==> config.mk <==
export PLATFORM = sky130hd
export DESIGN_NAME = mpm_power_pins
export DESIGN_NICKNAME = d
export VERILOG_FILES = /design/src/hdl/mpm_pkg.sv /design/src/hdl/mpm_debounce.sv /design/src/hdl/mpm_power_pins.sv
export SDC_FILE = /design/constraint.sdc
export NUM_CORES = 1
export LEC_CHECK = 0
export ABC_AREA = 1
export BUFFER_PORTS_ARGS = -buffer_cell sky130_fd_sc_hd__buf_2
export CORE_AREA = 3 3 87 89
export DETAILED_ROUTE_END_ITERATION = 12
export DIE_AREA = 0 0 90 92
export HOLD_SLACK_MARGIN = 0.06
export PLACE_DENSITY = 0.67
export SYNTH_ARGS = -nofsm -noshare
export SYNTH_HDL_FRONTEND = slang
export SYNTH_SLANG_ARGS = --single-unit
export TNS_END_PERCENT = 100
==> constraint.sdc <==
create_clock -name clk -period 1.28 [get_ports clk]
set_input_delay 0 -clock clk [delete_from_list [all_inputs] [get_ports clk]]
set_output_delay 0 -clock clk [all_outputs]
set_load 0.05 [all_outputs]
==> src/hdl/mpm_pkg.sv <==
// Package for the module power management pin block
package mpm_pkg;

  localparam int unsigned CLK_MHZ          = 250;
  // Debounce stable time in microseconds and derived cycle count
  localparam int unsigned DEBOUNCE_US      = 10;
  localparam int unsigned DEBOUNCE_CYC     = DEBOUNCE_US * CLK_MHZ;
  localparam int unsigned DEB_W            = 12;
  // Carrier reset stretch after module reset ends
  localparam int unsigned RST_HOLD_NS      = 1000;
  localparam int unsigned RST_HOLD_CYC     = RST_HOLD_NS * CLK_MHZ / 1000;
  localparam int unsigned HOLD_W           = 8;
  localparam logic        DEB_RESET_LEVEL  = 1'b1;

  typedef enum logic [1:0] {
    MPM_OFF     = 2'b00,
    MPM_RUN     = 2'b01,
    MPM_STANDBY = 2'b11
  } mpm_state_t;

  // Debounced carrier requests, active high
  typedef struct packed {
    logic power_button;
    logic sleep_req;
    logic lid_closed;
  } mpm_req_t;

  // Carrier status levels, active high
  typedef struct packed {
    logic battery_low;
    logic charging;
    logic charger_present;
    logic test_mode;
    logic mgmt_alert;
  } mpm_status_t;

  // Open-drain pin, oe low while the module drives
  typedef struct packed {
    logic o;
    logic oe_n;
  } mpm_od_t;

endpackage

==> src/hdl/mpm_debounce.sv <==
// Stable-time filter for one active-low carrier input
`timescale 1ns/1ns
module mpm_debounce #(
  parameter int unsigned STABLE_CYC = mpm_pkg::DEBOUNCE_CYC
) (
  input  wire logic clk,
  input  wire logic rst,
  input  wire logic raw,
  output logic      clean
);
  logic [mpm_pkg::DEB_W-1:0] cnt_ff;
  logic [mpm_pkg::DEB_W-1:0] nxt_cnt;
  logic                      clean_ff;
  logic                      nxt_clean;

  always_comb begin
    nxt_cnt   = cnt_ff;
    nxt_clean = clean_ff;
    if (raw == clean_ff) begin
      nxt_cnt = '0;
    end else if (cnt_ff >= mpm_pkg::DEB_W'(STABLE_CYC - 1)) begin
      nxt_clean = raw;
      nxt_cnt   = '0;
    end else begin
      nxt_cnt = cnt_ff + mpm_pkg::DEB_W'(1);
    end
  end

  always_ff @(posedge clk) begin
    if (rst) begin
      cnt_ff   <= '0;
      clean_ff <= mpm_pkg::DEB_RESET_LEVEL;
    end else begin
      cnt_ff   <= nxt_cnt;
      clean_ff <= nxt_clean;
    end
  end

  assign clean = clean_ff;
endmodule // mpm_debounce

==> src/hdl/mpm_power_pins.sv <==
// Power, reset and state management logic facing the carrier pins
// Contract
// - Supply fault low keeps module and carrier supplies disabled.
// - Carrier power grant asserted only when carrier circuits may power up.
// - Standby indicator low in standby state, high otherwise.
// - Reset request low forces module reset until released.
// - Power button active low, acts on the press edge, debounced.
// - Sleep request active low, level sensitive, debounced.
// - Lid low means closed, may start sleep; debounced.
// - Battery-low input low reports battery low.
// - Charging input low reports charging in progress.
// - Charger-present input low reports charger supply available.
// - Test functions active only while test input held low.
// - Management bus alert low is an interrupt request.
// - Power management link is open-drain I2C/SMBus data and clock.
// - Watchdog expiry driven only during runtime, else undriven.
// - Active-low reset output toward carrier circuits.
`timescale 1ns/1ns
module mpm_power_pins (
  input  wire logic                 clk,
  input  wire logic                 rst,
  input  wire logic                 supply_fault_in_n,
  input  wire logic                 reset_request_n,
  input  wire logic                 power_button_n,
  input  wire logic                 sleep_request_n,
  input  wire logic                 lid_n,
  input  wire logic                 battery_low_n,
  input  wire logic                 charging_n,
  input  wire logic                 charger_present_n,
  input  wire logic                 test_request_n,
  input  wire logic                 mgmt_bus_alert_n,
  input  wire logic                 wdt_expired,
  input  wire logic                 pm_bus_data_in,
  input  wire logic                 pm_bus_clock_in,
  input  wire logic                 pm_bus_data_drive_low,
  input  wire logic                 pm_bus_clock_drive_low,
  output logic                      carrier_power_grant,
  output logic                      module_supply_enable,
  output logic                      standby_indicator_n,
  output logic                      carrier_reset_n,
  output logic                      module_reset,
  output logic                      watchdog_expiry_n_o,
  output logic                      watchdog_expiry_n_oe_n,
  output logic                      pm_bus_data_o,
  output logic                      pm_bus_data_oe_n,
  output logic                      pm_bus_clock_o,
  output logic                      pm_bus_clock_oe_n,
  output logic                      pm_bus_data_rx,
  output logic                      pm_bus_clock_rx,
  output mpm_pkg::mpm_state_t       power_state,
  output mpm_pkg::mpm_req_t         requests,
  output mpm_pkg::mpm_status_t      status
);
  logic btn_clean;
  logic sleep_clean;
  logic lid_clean;

  mpm_debounce #(.STABLE_CYC(mpm_pkg::DEBOUNCE_CYC)) u_deb_btn (
    .clk   (clk),
    .rst   (rst),
    .raw   (power_button_n),
    .clean (btn_clean)
  );
  mpm_debounce #(.STABLE_CYC(mpm_pkg::DEBOUNCE_CYC)) u_deb_sleep (
    .clk   (clk),
    .rst   (rst),
    .raw   (sleep_request_n),
    .clean (sleep_clean)
  );
  mpm_debounce #(.STABLE_CYC(mpm_pkg::DEBOUNCE_CYC)) u_deb_lid (
    .clk   (clk),
    .rst   (rst),
    .raw   (lid_n),
    .clean (lid_clean)
  );

  // Request edge tracking for the power button
  logic                      btn_prev_ff;
  logic                      nxt_btn_prev;
  logic                      btn_press;
  mpm_pkg::mpm_state_t       state_ff;
  mpm_pkg::mpm_state_t       nxt_state;
  logic                      in_reset;
  logic                      fault;

  assign btn_press = btn_prev_ff && !btn_clean;
  assign fault     = !supply_fault_in_n;
  assign in_reset  = rst || !reset_request_n;
  assign nxt_btn_prev = btn_clean;

  // Button toggles on/off; sleep or lid close enters standby; button wakes
  always_comb begin
    nxt_state = state_ff;
    if (in_reset) begin
      nxt_state = mpm_pkg::MPM_OFF;
    end else if (fault) begin
      nxt_state = mpm_pkg::MPM_OFF;
    end else begin
      unique case (state_ff)
        mpm_pkg::MPM_OFF: begin
          if (btn_press) nxt_state = mpm_pkg::MPM_RUN;
        end
        mpm_pkg::MPM_RUN: begin
          if (btn_press) begin
            nxt_state = mpm_pkg::MPM_OFF;
          end else if (!sleep_clean || !lid_clean) begin
            nxt_state = mpm_pkg::MPM_STANDBY;
          end
        end
        mpm_pkg::MPM_STANDBY: begin
          // Button only; a closed lid would send it straight back to sleep
          if (btn_press) begin
            nxt_state = mpm_pkg::MPM_RUN;
          end
        end
        default: nxt_state = mpm_pkg::MPM_OFF;
      endcase
    end
  end

  // Reset stretch toward the carrier
  logic [mpm_pkg::HOLD_W-1:0] hold_ff;
  logic [mpm_pkg::HOLD_W-1:0] nxt_hold;
  always_comb begin
    if (in_reset) begin
      nxt_hold = mpm_pkg::HOLD_W'(mpm_pkg::RST_HOLD_CYC);
    end else if (hold_ff != '0) begin
      nxt_hold = hold_ff - mpm_pkg::HOLD_W'(1);
    end else begin
      nxt_hold = hold_ff;
    end
  end

  // Output next values
  logic                 nxt_grant;
  logic                 nxt_supply;
  logic                 nxt_stby_n;
  logic                 nxt_crst_n;
  logic                 nxt_mrst;
  logic                 nxt_wdt_oe_n;
  logic                 nxt_wdt_o;
  mpm_pkg::mpm_status_t nxt_status;
  mpm_pkg::mpm_req_t    nxt_req;
  logic                 running;

  assign running = (state_ff == mpm_pkg::MPM_RUN) && !in_reset && !fault;

  always_comb begin
    nxt_supply   = !fault && (state_ff != mpm_pkg::MPM_OFF);
    nxt_grant    = !fault && (state_ff == mpm_pkg::MPM_RUN);
    nxt_stby_n   = !(state_ff == mpm_pkg::MPM_STANDBY);
    nxt_mrst     = in_reset;
    nxt_crst_n   = !(in_reset || (hold_ff != '0));
    nxt_wdt_oe_n = !running;
    nxt_wdt_o    = !wdt_expired;
    nxt_status.battery_low     = !battery_low_n;
    nxt_status.charging        = !charging_n;
    nxt_status.charger_present = !charger_present_n;
    nxt_status.test_mode       = !test_request_n;
    nxt_status.mgmt_alert      = !mgmt_bus_alert_n;
    nxt_req.power_button = !btn_clean;
    nxt_req.sleep_req    = !sleep_clean;
    nxt_req.lid_closed   = !lid_clean;
  end

  // Open-drain bus pins: drive low only, float otherwise
  mpm_pkg::mpm_od_t nxt_dat;
  mpm_pkg::mpm_od_t nxt_clkp;
  always_comb begin
    nxt_dat.o     = 1'b0;
    nxt_dat.oe_n  = !pm_bus_data_drive_low;
    nxt_clkp.o    = 1'b0;
    nxt_clkp.oe_n = !pm_bus_clock_drive_low;
  end

  always_ff @(posedge clk) begin
    if (rst) begin
      btn_prev_ff            <= 1'b1;
      state_ff               <= mpm_pkg::MPM_OFF;
      hold_ff                <= mpm_pkg::HOLD_W'(mpm_pkg::RST_HOLD_CYC);
      carrier_power_grant    <= 1'b0;
      module_supply_enable   <= 1'b0;
      standby_indicator_n    <= 1'b1;
      carrier_reset_n        <= 1'b0;
      module_reset           <= 1'b1;
      watchdog_expiry_n_o    <= 1'b1;
      watchdog_expiry_n_oe_n <= 1'b1;
      pm_bus_data_o          <= 1'b0;
      pm_bus_data_oe_n       <= 1'b1;
      pm_bus_clock_o         <= 1'b0;
      pm_bus_clock_oe_n      <= 1'b1;
      pm_bus_data_rx         <= 1'b1;
      pm_bus_clock_rx        <= 1'b1;
      status                 <= '0;
      requests               <= '0;
    end else begin
      btn_prev_ff            <= nxt_btn_prev;
      state_ff               <= nxt_state;
      hold_ff                <= nxt_hold;
      carrier_power_grant    <= nxt_grant;
      module_supply_enable   <= nxt_supply;
      standby_indicator_n    <= nxt_stby_n;
      carrier_reset_n        <= nxt_crst_n;
      module_reset           <= nxt_mrst;
      watchdog_expiry_n_o    <= nxt_wdt_o;
      watchdog_expiry_n_oe_n <= nxt_wdt_oe_n;
      pm_bus_data_o          <= nxt_dat.o;
      pm_bus_data_oe_n       <= nxt_dat.oe_n;
      pm_bus_clock_o         <= nxt_clkp.o;
      pm_bus_clock_oe_n      <= nxt_clkp.oe_n;
      pm_bus_data_rx         <= pm_bus_data_in;
      pm_bus_clock_rx        <= pm_bus_clock_in;
      status                 <= nxt_status;
      requests               <= nxt_req;
    end
  end

  assign power_state = state_ff;
endmodule // mpm_power_pins

==> summary.txt, run 1 <==
Final Power -> 4.25 mW
CP Capture Type -> register
compound-cell area share of the yosys netlist -> 4.39%
Fin Clk Skew -> 8.65 ps
Max IR drop VDD -> 441 uV
fin. max-slew vios -> 0
Buffers on Ports -> 37
global-route wire length before repair -> 10.5 mm
Min Hold Slack -> 347 ps
CP Class -> input pin to register
Critical Path, Cell by Cell -> dlygate4sd3_1, buf_2, buf_4, nor2_1, dlygate4sd3_1
Synth Area in XOR/XNOR -> 5.93%
num rows -> 30
multiplexer share of the synthesized area -> 0%
CP delay by family, top -> buffers and inverters
vias in the first global route -> 2,520
Routed Antenna Nets -> 0
Ports -> 40
Hold Violations, Final -> 0
Syn Std Cell Area -> 3100 um2
combinational group share of total power -> 7.3%
Max Cap Viol -> 0
WP data arrival -> 1470 ps
initial core utilization -> 45.4%
H-tree Lvls -> 3
post-synthesis simple-gate area fraction -> 32.4%
TritonCTS clock tree -> built
Max clock buf depth -> 2
area of the multi-input gates -> 1560 um2
Required @ worst endpoint -> 1500 ps
Iteration-0 DRC Markers -> 76
fin nets -> 517
crit path time final -> 1250 ps
Core Area -> 6830 um2
Crit Path Max Fanout -> 12
hold crit path type -> input pin to register
Buf/Inv on CP -> 4
area growth from synthesis to layout -> 29.1%
TritonRoute pass-1 iters -> 4
Clock Sinks -> 69
cells after synthesis -> 411
distinct cell type count after synthesis -> 25
Internal Power -> 3.25 mW
CTS root buffer -> clkbuf_8
cell seen most often among critical-path stages -> dlygate4sd3_1
detailed-route via count -> 2,681
Ant. Diodes -> 0
fin area -> 4010 um2
Post-route DRC -> 0
die height -> 92 um
pwr dens -> 1060 nW/um2
vias per inst -> 4.53
status -> finished clean
Fill cells -> 620
critical path's slowest cell -> dlygate4sd3_1
total grt overflow -> 0
Die Area -> 8280 um2
Die Span X -> 90 um
Clk Latency, worst-skew pair -> 340 ps
Syn Area/Cell -> 7.55 um2
most common library cell in the layout ignoring fill and taps -> nand2_1
sequential share of power -> 51.6%
register area share after synthesis -> 44.5%
Psw -> 1.00 mW
final setup fails -> 0
largest net degree at the start of global routing -> 13
Final Core Density -> 58.7%
placed inst area -> 3480 um2
max frequency -> 800 MHz
Clock Power Share -> 41.1%
hpwl dp -> 4.16 mm
Yosys warning count -> 0
main combinational cell family by area after synthesis -> simple AND/OR/NAND/NOR gates
Synth Area in Adders -> 3.63%
Tcrit/Tclk final -> 97.7%
commonest non-fill, non-tap cells in the layout -> nand2_1, nor2_1, dfxtp_1
Synth area leaders -> dfxtp_1, nand2_1, nor2_1, inv_1, nand3_1
drt total wl -> 6.14 mm
wire per inst -> 10.4 um
top-area cell type share of the netlist area -> 44.5%
Synth area leader -> dfxtp_1
number of synthesized register bits -> 69
share of cells above drive strength 1 -> 27.0%
CTS Buf Count -> 9
Startpoint Class -> input pin
GRT Resource Usage Total -> 15.2%
CP max stage delay -> 550 ps
initial antenna violation count -> 0
RSZ-0062 raised after global routing -> true
clock slew at reported path FFs -> 80 ps
LEAKAGE -> 1.70 nW
Net Sw Frac -> 23.6%
RePlAce Congestion -> 0.804
register area -> 1400 um2
## power by group through the flow
stage	sequential, mW	combinational [mW]	clock, mW
finish	2.19	0.310	1.74
global route	2.20	0.340	1.89
CTS	2.19	0.304	1.79
detailed placement	2.24	0.254	0
global placement	2.24	0.253	0
floorplan	2.31	0.120	0
## per-stage QoR
step | cells | TNS [ps] | setup WS, ps
3_3_place_gp | 554 | 0 | 52.0
5_1_grt | 592 | -380 | -33.2
4_1_cts | 590 | 0 | 18.3
2_1_floorplan | 412 | 0 | 32.7
6_report | 592 | 0 | 29.8
3_5_place_dp | 554 | 0 | 3.52
## layout make-up
cell class	instances	area share (%)
Clock buffer	12	3.62
Multi-Input combinational cell	278	39.0
Tap cell	96	3.00
Clock inverter	4	1.19
Sequential cell	69	34.8
Timing Repair Buffer	75	13.0
Inverter	58	5.43
## state kept, by name (all words and copies together) (netlist names), 2 cells and up
name	cells
u_deb_btn.cnt_ff	12
requests	3
hold_ff	8
power_state	2
u_deb_lid.cnt_ff	12
u_deb_sleep.cnt_ff	12
status	5
## cell families (layout without fill, tap and decap cells)
kind of cell    count (synthesis)  count (layout)
simple gates                  224             224
flops                          69              69
buf+inv                        65             149
compound gates                 22              22
xor+xnor                       21              21
fa+ha+maj                       9               9
other cells                     1               2
## Yosys cell counts (all sizes together)
library cell	instances
a21oi	8
buf	6
clkbuf	1
conb	1
dfxtp	69
ha	9
inv	58
nand2	93
nand3	34
nand4	5
nor2	87
nor3	3
o21ai	14
or2	2
xnor2	6
xor2	15
## tightest hold or removal path, stage by stage
cell and delay [ps]:
dlygate4sd3_1 520, buf_2 90, nand2_1 40
## per-layer routing
metal  share of wire, %  up-vias  GRT usage [%]
met5                  0        -              0
li1                   -     1412              -
met3                2.9        6           3.04
met4                1.4        0           8.04
met2                 49       33           26.1
met1                 47     1230           17.9
## final timing paths
path                                   from                              to  slack [ps]  depth (start not counted)
min reg2reg  u_deb_btn.cnt_ff[0]$_SDFF_PP0_  u_deb_btn.cnt_ff[0]$_SDFF_PP0_         420                          1
max reg2reg     power_state[1]$_SDFFE_PP0P_     power_state[1]$_SDFFE_PP0P_          60                          7
min                             wdt_expired  watchdog_expiry_n_o$_SDFF_PP1_         350                          3
max                                     rst            status[2]$_SDFF_PP0_          30                          5
## timing repair
action | CTS | global route
endpoints found under the hold margin | 21 | 0
setup endpoints to repair | 12 | 34
pin swaps | 0 | 5
buffers inserted | 0 | 2
hold buffers | 20 | 0
resized for setup | 2 | 31
No activity file was read; power rests on OpenSTA's default activity.
==> run 2, diff against run 1 <==
Settings changed: CORE_AREA 3 3 87 89 to 3 3 72 107, DIE_AREA 0 0 90 92 to 0 0 75 110, REMOVE_ABC_BUFFERS set to 1.
==> run 2 against run 1 <==
Flip-flop and latch count is the same; non-clock buffer count grew 2; sequential share of layout area grew 0.29 points; clock power shrank 7%; largest power group unchanged; highest routed layer unchanged.
==> summary.txt, run 2 (synthesized netlist as in run 1, its figures left out) <==
status -> finished clean
Iteration-0 DRC Markers -> 83 (+9.2%)
Largest regs -> u_deb_btn.cnt_ff: 12 flops, u_deb_lid.cnt_ff: 12 flops, u_deb_sleep.cnt_ff: 12 flops
Core Area -> 6900 um2 (+0.97%)
Die Span X -> 75 um (-17%)
max frequency -> 803 MHz (+0.44%)
area growth from synthesis to layout -> 27.3%
Max Cap Viol -> 0 (unchanged)
critical path's slowest cell -> dfxtp_2
Post-route DRC -> 0 (unchanged)
GRT Resource Usage Total -> 16.7% (+1.5 points)
Buffers on Ports -> 37 (unchanged)
Routed Antenna Nets -> 0 (unchanged)
LEAKAGE -> 1.70 nW (-0.49%)
crit path time final -> 1240 ps (-5.49 ps)
Ant. Diodes -> 0 (unchanged)
CP Capture Type -> register
Clk Latency, worst-skew pair -> 340 ps (about the same)
CTS Buf Count -> 9 (unchanged)
Min Hold Slack -> 347 ps (-0.385 ps)
initial core utilization -> 45.0% (-0.44 points)
met2 GRT Util -> 29.7% (+3.7 points)
Die Area -> 8250 um2 (-0.36%)
Tcrit/Tclk final -> 97.2% (-0.43 points)
detailed-route via count -> 2,685 (+0.15%)
hpwl dp -> 4.38 mm (+5.3%)
Hold Path Origin -> pm_bus_clock_drive_low
Startpoint Class -> register
wire per inst -> 11.1 um (+7.0%)
fin. max-slew vios -> 0 (unchanged)
vias per inst -> 4.67 (+3.1%)
vias in the first global route -> 2,533 (+0.52%)
R2R Path Start -> u_deb_btn.cnt_ff[0]$_SDFF_PP0_
final setup fails -> 0 (unchanged)
pre-CTS WS -> 13.4 ps (+9.91 ps)
GR met1 Demand/Resource -> 17.5% (-0.38 points)
Worst Hold Depth -> 3 (unchanged)
Max IR drop VDD -> 578 uV (+31%)
CP Class -> register to register
final worst slack -> 35.3 ps (+5.49 ps)
Critical Path, Cell by Cell -> ha_1, nand2_1, nor3_1, xnor2_1, nor2_1
TritonRoute pass-1 iters -> 4 (unchanged)
Max clock buf depth -> 2 (unchanged)
H-tree Lvls -> 3 (unchanged)
Worst Hold Path EP -> pm_bus_clock_oe_n$_SDFF_PP1_
clock slew at reported path FFs -> 70 ps (about the same)
most common library cell in the layout ignoring fill and taps -> nand2_1
Worst R2R Setup Slack -> 40 ps (-20 ps)
TritonCTS clock tree -> built
total grt overflow -> 0 (unchanged)
Hold Violations, Final -> 0 (unchanged)
num rows -> 37 (+23%)
Crit Path Max Fanout -> 3 (-9)
commonest non-fill, non-tap cells in the layout -> nand2_1, dfxtp_1, nor2_1
WP data arrival -> 1480 ps (about the same)
CP max stage delay -> 340 ps (-210 ps)
Required @ worst endpoint -> 1510 ps (about the same)
r2r endpoint -> u_deb_btn.cnt_ff[6]$_SDFF_PP0_
die height -> 110 um (+20%)
drt total wl -> 6.39 mm (+4.0%)
GRT met3 Usage -> 5.17% (+2.1 points)
pwr dens -> 1050 nW/um2 (-1.2%)
hold crit path type -> input pin to register
initial antenna violation count -> 0 (unchanged)
Clock Sinks -> 69 (unchanged)
RSZ-0062 raised after global routing -> true
RePlAce Congestion -> 0.860 (+7.0%)
global-route wire length before repair -> 10.6 mm (+0.78%)
Ports -> 40 (unchanged)
Fin Clk Skew -> 5.57 ps (-3.08 ps)
reg2reg path depth -> 5 (-2)
Fin Setup TNS -> 0 ps (unchanged)
fin nets -> 519 (+0.39%)
share of cells above drive strength 1 -> 25.2% (-1.9 points)
layer with the highest usage -> met2
CTS root buffer -> clkbuf_8
largest net degree at the start of global routing -> 13 (unchanged)
Fill cells -> 614 (-0.97%)
run 2: worst max-delay path, delay by kind of cell, from the launching register on:
family	cells	cell delay, ps
adders and majority gates	1	170
DFF	1	340
and+or+nand+nor	3	470
xor gates and xnor gates	1	160
run 2: stage by stage:
step	util, %	instance area (um2)	power (mW)	instances
2_1_floorplan	-	3040	2.41	405
3_3_place_gp	50.2	3460	2.50	538
3_5_place_dp	50.2	3460	2.50	538
4_1_cts	55.8	3850	4.17	574
5_1_grt	57.3	3950	4.32	575
6_report	57.3	3950	4.14	575
run 2: worst max-delay path by stage:
stage	slack (ps)	end	from	cells after the start
6_report	40	u_deb_btn.cnt_ff[6]$_SDFF_PP0_	u_deb_btn.cnt_ff[0]$_SDFF_PP0_	5
5_1_grt	-80	u_deb_btn.clean$_SDFFE_PP1P_	u_deb_btn.cnt_ff[5]$_SDFF_PP0_	7
3_3_place_gp	40	power_state[0]$_SDFFE_PP0P_	power_state[0]$_SDFFE_PP0P_	6
3_5_place_dp	10	power_state[0]$_SDFFE_PP0P_	power_state[0]$_SDFFE_PP0P_	6
2_1_floorplan	-270	power_state[0]$_SDFFE_PP0P_	power_state[0]$_SDFFE_PP0P_	6
4_1_cts	0.5	power_state[0]$_SDFFE_PP0P_	power_state[0]$_SDFFE_PP0P_	6
run 2: final cells by class:
class	count	area (um2)	share of cell area, %
multi-input cells	278	1520	38.5
flip-flops and latches	69	1390	35.1
inverters	58	218	5.51
clock buffers	14	173	4.37
clock inverters	1	5.00	0.127
repair buffers	77	549	13.9
well taps	78	97.6	2.47
run 2: routing by layer:
layer / wire length (um) / vias up
met3: 202 / 12
li1: - / 1414
met4: 134 / 0
met1: 2570 / 1225
met2: 3480 / 34
met5: 0 / -
run 2: where the power goes:
group | leakage, nW | switching, mW | internal [mW] | total (mW)
registers | 0.562 | 0.0174 | 2.18 | 2.20
logic | 1.04 | 0.190 | 0.129 | 0.319
clock network | 0.0926 | 0.769 | 0.851 | 1.62
total | 1.70 | 0.977 | 3.16 | 4.14
run 2: repair_timing:
item                       4_1_cts  5_1_grt
resized for setup                0       29
buffers inserted                 0        1
setup endpoints to repair        0       39
hold endpoints to repair        24        0
hold buffers                    21        0
